$ cat src/nvsram_ctrl_consts.vh
// Constants for the nonvolatile SRAM host controller.
`ifndef NVSRAM_CTRL_CONSTS_VH
`define NVSRAM_CTRL_CONSTS_VH
`define CLK_PERIOD_NS      4
`define ADDR_W             15
`define DATA_W             8
`define SEQ_ADDR0          14'h0E38
`define SEQ_ADDR1          14'h31C7
`define SEQ_ADDR2          14'h03E0
`define SEQ_ADDR3          14'h3C1F
`define SEQ_ADDR4          14'h303F
`define SEQ_SAVE_ADDR      14'h0FC0
`define SEQ_LOAD_ADDR      14'h0C63
`define CMD_READ           2'h0
`define CMD_WRITE          2'h1
`define CMD_SAVE           2'h2
`define CMD_LOAD           2'h3
// Strobe phase timing: setup, low pulse and recovery, in ns.
`define SETUP_NS           8
`define PULSE_NS           48
`define RECOVER_NS         12
`define SETUP_CYC          ((`SETUP_NS + `CLK_PERIOD_NS - 1) / `CLK_PERIOD_NS)
`define PULSE_CYC          ((`PULSE_NS + `CLK_PERIOD_NS - 1) / `CLK_PERIOD_NS)
`define RECOVER_CYC        ((`RECOVER_NS + `CLK_PERIOD_NS - 1) / `CLK_PERIOD_NS)
// Busy waits after nonvolatile operations, in us.
`define SAVE_US            10000
`define LOAD_US            20
`define POWERUP_US         550
`define SAVE_CYC           ((`SAVE_US * 1000 + `CLK_PERIOD_NS - 1) / `CLK_PERIOD_NS)
`define LOAD_CYC           ((`LOAD_US * 1000 + `CLK_PERIOD_NS - 1) / `CLK_PERIOD_NS)
`define POWERUP_CYC        ((`POWERUP_US * 1000 + `CLK_PERIOD_NS - 1) / `CLK_PERIOD_NS)
`endif

$ cat src/nvsram_ctrl.v
// Host controller that drives the nonvolatile SRAM pins.
`timescale 1ns/1ns
`include "nvsram_ctrl_consts.vh"
// Summary of operation
// - Address held stable across whole write
// - Output enable kept high during writes
// - Six read sequence ending 0FC0 starts save
// - Sequence reads framed by chip select pulses
// - Six read sequence ending 0C63 starts load
// - Strobes inactive until power-up load ends
// - Write strobe high during all six reads
module nvsram_ctrl
#(
  parameter SAVE_CYCLES    = `SAVE_CYC,
  parameter LOAD_CYCLES    = `LOAD_CYC,
  parameter POWERUP_CYCLES = `POWERUP_CYC
)
(
  // Clock and reset.
  input  wire        sys_clk,
  input  wire        rst_n,
  // Supply monitor: high while supply is above supply_trip_level.
  input  wire        supply_ok,
  // User command port.
  input  wire        cmd_valid,
  input  wire [1:0]  cmd_op,
  input  wire [14:0] cmd_addr,
  input  wire [7:0]  cmd_wdata,
  output reg         cmd_ready,
  output reg         rsp_valid,
  output reg  [7:0]  rsp_rdata,
  output reg         cmd_error,
  // Device pins.
  output reg         cs_n,
  output reg         oe_n,
  output reg         wr_strobe_n,
  output reg  [14:0] addr,
  output reg  [7:0]  io_bus_o,
  output reg         io_bus_oe,
  input  wire [7:0]  io_bus_i
);
  localparam ST_PWRUP = 3'h0;
  localparam ST_IDLE  = 3'h1;
  localparam ST_SETUP = 3'h2;
  localparam ST_PULSE = 3'h3;
  localparam ST_RECOV = 3'h4;
  localparam ST_BUSY  = 3'h5;
  // Phase counts held at full width so the phase load cuts them on purpose.
  localparam [31:0] SETUP_LEN = `SETUP_CYC;
  localparam [31:0] PULSE_LEN = `PULSE_CYC;
  localparam [31:0] RECOV_LEN = `RECOVER_CYC;

  reg  [2:0]  state_q;
  reg  [1:0]  op_q;
  reg  [2:0]  seq_idx_q;
  reg  [7:0]  phase_q;
  reg         supply_ok_q;
  reg         tmr_load;
  reg  [31:0] tmr_count;
  reg  [13:0] seq_addr;
  wire        tmr_done;
  wire        is_seq;
  wire        last_step;

  // Timer shared by power-up, save and load waits.
  nvsram_wait_timer u_timer
  (
    .sys_clk (sys_clk),
    .rst_n   (rst_n),
    .load    (tmr_load),
    .count   (tmr_count),
    .done    (tmr_done)
  );

  // Address of the step after the current one; the last picks save or load.
  always @*
  begin
    case (seq_idx_q)
      3'h0:    seq_addr = `SEQ_ADDR1;
      3'h1:    seq_addr = `SEQ_ADDR2;
      3'h2:    seq_addr = `SEQ_ADDR3;
      3'h3:    seq_addr = `SEQ_ADDR4;
      default: seq_addr = (op_q == `CMD_SAVE) ? `SEQ_SAVE_ADDR
                                              : `SEQ_LOAD_ADDR;
    endcase
  end

  assign is_seq    = op_q[1];
  assign last_step = (seq_idx_q == 3'h5);

  // Timer loads on power-up detection or at the end of the sixth read.
  always @*
  begin
    tmr_load  = 1'b0;
    tmr_count = 32'h00000000;
    if (state_q == ST_PWRUP && !supply_ok_q)
    begin
      tmr_load  = 1'b1;
      tmr_count = POWERUP_CYCLES;
    end
    else if (state_q == ST_PULSE && phase_q == 8'h00 && is_seq && last_step)
    begin
      tmr_load  = 1'b1;
      tmr_count = (op_q == `CMD_SAVE) ? SAVE_CYCLES : LOAD_CYCLES;
    end
  end

  // Main strobe sequencer.
  always @(posedge sys_clk or negedge rst_n)
  begin
    if (!rst_n)
    begin
      state_q     <= ST_PWRUP;
      op_q        <= `CMD_READ;
      seq_idx_q   <= 3'h0;
      phase_q     <= 8'h00;
      supply_ok_q <= 1'b0;
      cmd_ready   <= 1'b0;
      rsp_valid   <= 1'b0;
      rsp_rdata   <= 8'h00;
      cmd_error   <= 1'b0;
      cs_n        <= 1'b1;
      oe_n        <= 1'b1;
      wr_strobe_n <= 1'b1;
      addr        <= 15'h0000;
      io_bus_o    <= 8'h00;
      io_bus_oe   <= 1'b0;
    end
    else
    begin
      supply_ok_q <= supply_ok;
      rsp_valid   <= 1'b0;
      cmd_error   <= 1'b0;
      case (state_q)
        // Strobes stay high until the supply is good and recall ends.
        ST_PWRUP:
        begin
          cs_n        <= 1'b1;
          wr_strobe_n <= 1'b1;
          if (supply_ok_q && tmr_done)
          begin
            state_q   <= ST_IDLE;
            cmd_ready <= 1'b1;
          end
        end
        ST_IDLE:
        begin
          if (!supply_ok_q)
          begin
            // Supply dropped: the device latches a new recall.
            state_q   <= ST_PWRUP;
            cmd_ready <= 1'b0;
          end
          else if (cmd_valid)
          begin
            cmd_ready <= 1'b0;
            op_q      <= cmd_op;
            seq_idx_q <= 3'h0;
            // The raw pin is used so a drop seen this very cycle refuses.
            if (cmd_op == `CMD_SAVE && !supply_ok)
            begin
              cmd_error <= 1'b1;
              rsp_valid <= 1'b1;
              cmd_ready <= 1'b1;
            end
            else
            begin
              state_q <= ST_SETUP;
              phase_q <= SETUP_LEN[7:0];
              if (cmd_op[1])
                addr <= {1'b0, `SEQ_ADDR0};
              else
                addr <= cmd_addr;
              // Write data driven only with the output enable kept high.
              io_bus_o  <= cmd_wdata;
              io_bus_oe <= (cmd_op == `CMD_WRITE);
              oe_n      <= 1'b1;
            end
          end
        end
        // Address settles before the strobes fall.
        ST_SETUP:
        begin
          if (phase_q != 8'h00)
            phase_q <= phase_q - 8'h01;
          else
          begin
            state_q <= ST_PULSE;
            phase_q <= PULSE_LEN[7:0];
            cs_n    <= 1'b0;
            if (op_q == `CMD_WRITE)
              wr_strobe_n <= 1'b0;
            else
            begin
              wr_strobe_n <= 1'b1;
              oe_n        <= is_seq;
            end
          end
        end
        ST_PULSE:
        begin
          if (phase_q != 8'h00)
            phase_q <= phase_q - 8'h01;
          else
          begin
            // Read data sampled before the strobes rise.
            if (op_q == `CMD_READ)
              rsp_rdata <= io_bus_i;
            cs_n        <= 1'b1;
            wr_strobe_n <= 1'b1;
            oe_n        <= 1'b1;
            state_q     <= ST_RECOV;
            phase_q     <= RECOV_LEN[7:0];
          end
        end
        // Address and data held past the rising edge, then next step.
        ST_RECOV:
        begin
          if (phase_q != 8'h00)
            phase_q <= phase_q - 8'h01;
          else
          begin
            io_bus_oe <= 1'b0;
            if (is_seq && last_step)
              state_q <= ST_BUSY;
            else if (is_seq)
            begin
              // Back-to-back reads only, so the sequence is never aborted.
              seq_idx_q <= seq_idx_q + 3'h1;
              addr      <= {1'b0, seq_addr};
              state_q   <= ST_SETUP;
              phase_q   <= SETUP_LEN[7:0];
            end
            else
            begin
              rsp_valid <= 1'b1;
              cmd_ready <= 1'b1;
              state_q   <= ST_IDLE;
            end
          end
        end
        // Device ignores pins; keep strobes high, bus released.
        ST_BUSY:
        begin
          cs_n        <= 1'b1;
          wr_strobe_n <= 1'b1;
          io_bus_oe   <= 1'b0;
          if (tmr_done)
          begin
            rsp_valid <= 1'b1;
            cmd_ready <= 1'b1;
            state_q   <= ST_IDLE;
          end
        end
        default:
          state_q <= ST_PWRUP;
      endcase
    end
  end

endmodule // nvsram_ctrl

$ cat src/nvsram_wait_timer.v
// Loadable down counter that times busy intervals.
`timescale 1ns/1ns
module nvsram_wait_timer
(
  // Clock and reset.
  input  wire        sys_clk,
  input  wire        rst_n,
  // Control.
  input  wire        load,
  input  wire [31:0] count,
  // Status.
  output wire        done
);
  reg [31:0] cnt_q;

  // Counts down to zero after a load; idle at zero.
  always @(posedge sys_clk or negedge rst_n)
  begin
    if (!rst_n)
      cnt_q <= 32'h00000000;
    else if (load)
      cnt_q <= count;
    else if (cnt_q != 32'h00000000)
      cnt_q <= cnt_q - 32'h00000001;
  end

  assign done = (cnt_q == 32'h00000000) && !load;
endmodule // nvsram_wait_timer
$ cat config.mk
export PLATFORM = sky130hd
export DESIGN_NAME = nvsram_ctrl
export DESIGN_NICKNAME = d
export VERILOG_FILES = /design/src/nvsram_ctrl.v /design/src/nvsram_wait_timer.v
export VERILOG_INCLUDE_DIRS = /design/src
export SDC_FILE = /design/constraint.sdc
export NUM_CORES = 1
export LEC_CHECK = 0
export ABC_AREA = 1
export BUFFER_PORTS_ARGS = -buffer_cell sky130_fd_sc_hd__buf_2
export CORE_ASPECT_RATIO = 0.8
export CORE_MARGIN = 10
export CORE_UTILIZATION = 45
export DETAILED_ROUTE_END_ITERATION = 7
export PLACE_DENSITY = 0.66
export SETUP_SLACK_MARGIN = 0.15
export SLEW_MARGIN = 20
export SYNTH_ARGS = -nofsm -noshare
export SYNTH_HDL_FRONTEND = slang
export SYNTH_SLANG_ARGS = --single-unit
$ cat constraint.sdc
create_clock -name sys_clk -period 2.4 [get_ports sys_clk]
set_input_delay 0.12 -clock sys_clk [delete_from_list [all_inputs] [get_ports sys_clk]]
set_output_delay 0.12 -clock sys_clk [all_outputs]
set_load 0.01 [all_outputs]
==> impl_metrics.tcl <==
set metrics [dict create \
    ff2ff_path_depth 10 \
    grt_pass1_wl_um 21100 \
    synth_warnings 0 \
    synth_edf_count 0 \
    htree_levels 3 \
    nets 747 \
    drc 0 \
    wl_per_cell_um 14.9 \
    drt_iter0_markers 304 \
    vias 4355 \
    grt_max_degree 54 \
    core_um2 10800 \
    track_usage_pct 16.7 \
    hold_depth 2 \
    synth_top_area_share_pct 42.6 \
    final_util_pct 54.6 \
    design_area_um2 5900 \
    hold_class "input pin to flip-flop" \
    crit_chain "inv_2 -> nand3_4 -> inv_2 -> nand2_1 -> o211ai_2 -> inv_2 -> nand2_4 -> buf_12 -> nand2_1 -> o21ai_2" \
    clock_latency_ns 0.35 \
    setup_viol 0 \
    maxSlewViolCount 0 \
    antenna_found_initial 0 \
    crit_type "flip-flop to flip-flop" \
    critical_path.slowest_cell "dfrtp_1" \
    postSynthCellCount 606 \
    status "complete, no violations" \
    root_buffer "clkbuf_16" \
    critPathMaxFanout 17 \
    cts-buffers-inserted 9 \
    start_util_pct 45.7 \
    cts_max_path_buffers 2 \
    worst_slack_ns 0.384 \
    p_leak_nw 3.37 \
    synth_most_common_cell "nand2_1" \
    syn_area_per_cell_um2 8.14 \
    syn-num-nets 652 \
    period_needed_ns 2.02 \
    rrSetupSlack_ns 0.38 \
    rows 34 \
    synth_area_leader_cell "dfrtp_1" \
    endpoint_kind "flip-flop" \
    area_growth_pct 19.5 \
    slew_headroom_pct 55.1 \
    drive_gt1_share_pct 23.4 \
    ir_worst_vdd_mv 0.486 \
    first_pass_iters 6 \
    finalWirelength_um 12700 \
    max_stage_delay_ns 0.46 \
    fmax_ghz 0.496 \
    finalClockSkew_ns 0.0120 \
    cts.sinks 87 \
    p_total_mw 3.00 \
    hold_viol 0 \
    portBuffers 74 \
    grt_overflow 0 \
    critPathLaunchType "flip-flop" \
    worst_hold_slack_ns 0.000249 \
    syn_area_um2 4930 \
    postRouteAntennaNets 0 \
    dp.cells 824 \
    synth_common_cells "nand2_1, nor2_1, dfrtp_1" \
    dieArea_um2 15600 \
    yosys-top-cells-area "dfrtp_1, nand2_1, nor2_1" \
    tightest_slew_ns 0.674 \
    powerDensity_nw_per_um2 508 \
    place_area_um2 5510 \
    routabilityCongestion 0.909 \
    max-cap-violations 0 \
    dp_hpwl_um 9660 \
    setup_tns_ns 0 \
    rsz0062_at_grt "no" \
    antenna_cells 0 \
    postSynthRegisterBits 87 \
    routed_via_density 5.13 \
    fp.dieW_um 137 \
    crit_arrival_ns 2.30 \
    synthFlopType "dfrtp_1" \
    die_h_um 114 \
    worst_ep_required_time_ns 2.68 \
    seq_area_frac_synth_pct 44.2 \
    grt_pass1_vias 4278 \
    synth-async-reset-ratio_pct 100 \
    crit_top_cell "inv_2" \
    io_pins 75 \
    cts_tree "done" \
    final_cells 849 \
    cts.clk_slew.worst_paths_ns 0.07 \
    place_ws_ns 0.346 \
    synth.distinct_cells 40 \
    finalCritPeriodShare_pct 84.0 \
]
-- repair_timing --
| item | in CTS | in global routing |
|---|---|---|
| gates resized for setup | 0 | 1 |
| hold endpoints to repair | 58 | 0 |
| buffers inserted | 0 | 3 |
| endpoints found under the setup margin | 0 | 4 |
| hold buffers | 7 | 0 |
-- area by class of cell --
type | count | area [um^2]
Timing Repair Buffer | 92 | 551
Sequential cell | 87 | 2180
Inverter | 56 | 210
Tap cell | 144 | 180
Clock buffer | 10 | 239
Multi-Input combinational cell | 455 | 2480
Clock inverter | 5 | 58.8
Fill cell | 1041 | 4910
-- metal layers --
metal	track usage (%)	vias up	share of wire, %
met5	0	-	0
met4	3.93	0	1.0
met3	5.18	13	9.1
met2	24.2	174	42
met1	23.6	1995	48
li1	-	2173	-
-- cells in the final DEF (no fill, tap or decap), drive strengths merged --
cell / Yosys / final
dfstp: 3 / 3
nor2: 105 / 105
ha: 9 / 9
nand4: 10 / 10
dfrtp: 84 / 84
o22ai: 5 / 5
clkinvlp: 0 / 2
nand2: 148 / 148
nand3: 30 / 30
a21oi: 27 / 27
xor2: 19 / 19
inv: 55 / 55
nand3b: 1 / 1
clkbuf: 0 / 10
o211ai: 3 / 3
xnor2: 6 / 6
bufinv: 0 / 1
dlygate4sd3: 0 / 7
and2: 1 / 1
o221ai: 1 / 1
nor3: 21 / 21
clkinv: 1 / 3
buf: 8 / 85
o21ai: 45 / 45
mux2: 16 / 16
nor3b: 1 / 1
or2: 1 / 1
a31o: 1 / 1
o31ai: 5 / 5
-- cells by family (layout without fill, tap and decap cells) --
family / count (synthesis) / count (layout) / share of synthesized area, %
AND/OR/NAND/NOR: 318 / 318 / 29.4
multiplexers: 16 / 16 / 3.65
flip-flops: 87 / 87 / 44.2
AO/OA/AOI/OAI: 87 / 87 / 10.4
XOR/XNOR: 25 / 25 / 4.44
adder cells (fa/ha/maj): 9 / 9 / 2.28
buffers and inverters: 64 / 163 / 5.63
-- worst max-delay path, delay by kind of cell (launching register included) --
family / cells / cell delay, ns
flip-flops: 1 / 0.46
AO/OA/AOI/OAI: 2 / 0.17
AND/OR/NAND/NOR: 4 / 0.57
buffers and inverters: 4 / 0.73
-- registers in the layout, summed over array words and instances (netlist names), 2 cells and up --
register and cells:
addr 15, io_bus_o 8, op_q 2, phase_q 8
rsp_rdata 8, seq_idx_q 3, state_q 3, u_timer.cnt_q 32
-- worst paths after layout --
path                              from      endpoint
setup / recovery            state_q[0]       addr[1]
hold / removal             io_bus_i[4]  rsp_rdata[4]
setup reg to reg            state_q[0]       addr[1]
hold reg to reg                   cs_n          cs_n
max in group asynchronous        rst_n          cs_n
min in group asynchronous        rst_n  rsp_rdata[2]
-- power breakdown --
| group | switching [mW] | total (mW) | leakage [nW] | internal, mW |
|---|---|---|---|---|
| clock | 0.581 | 1.41 | 0.141 | 0.829 |
| sequential | 0.00358 | 1.48 | 1.14 | 1.47 |
| combinational | 0.0617 | 0.108 | 2.09 | 0.0466 |
| total | 0.646 | 3.00 | 3.37 | 2.35 |
(Power assumes the default switching activity.)
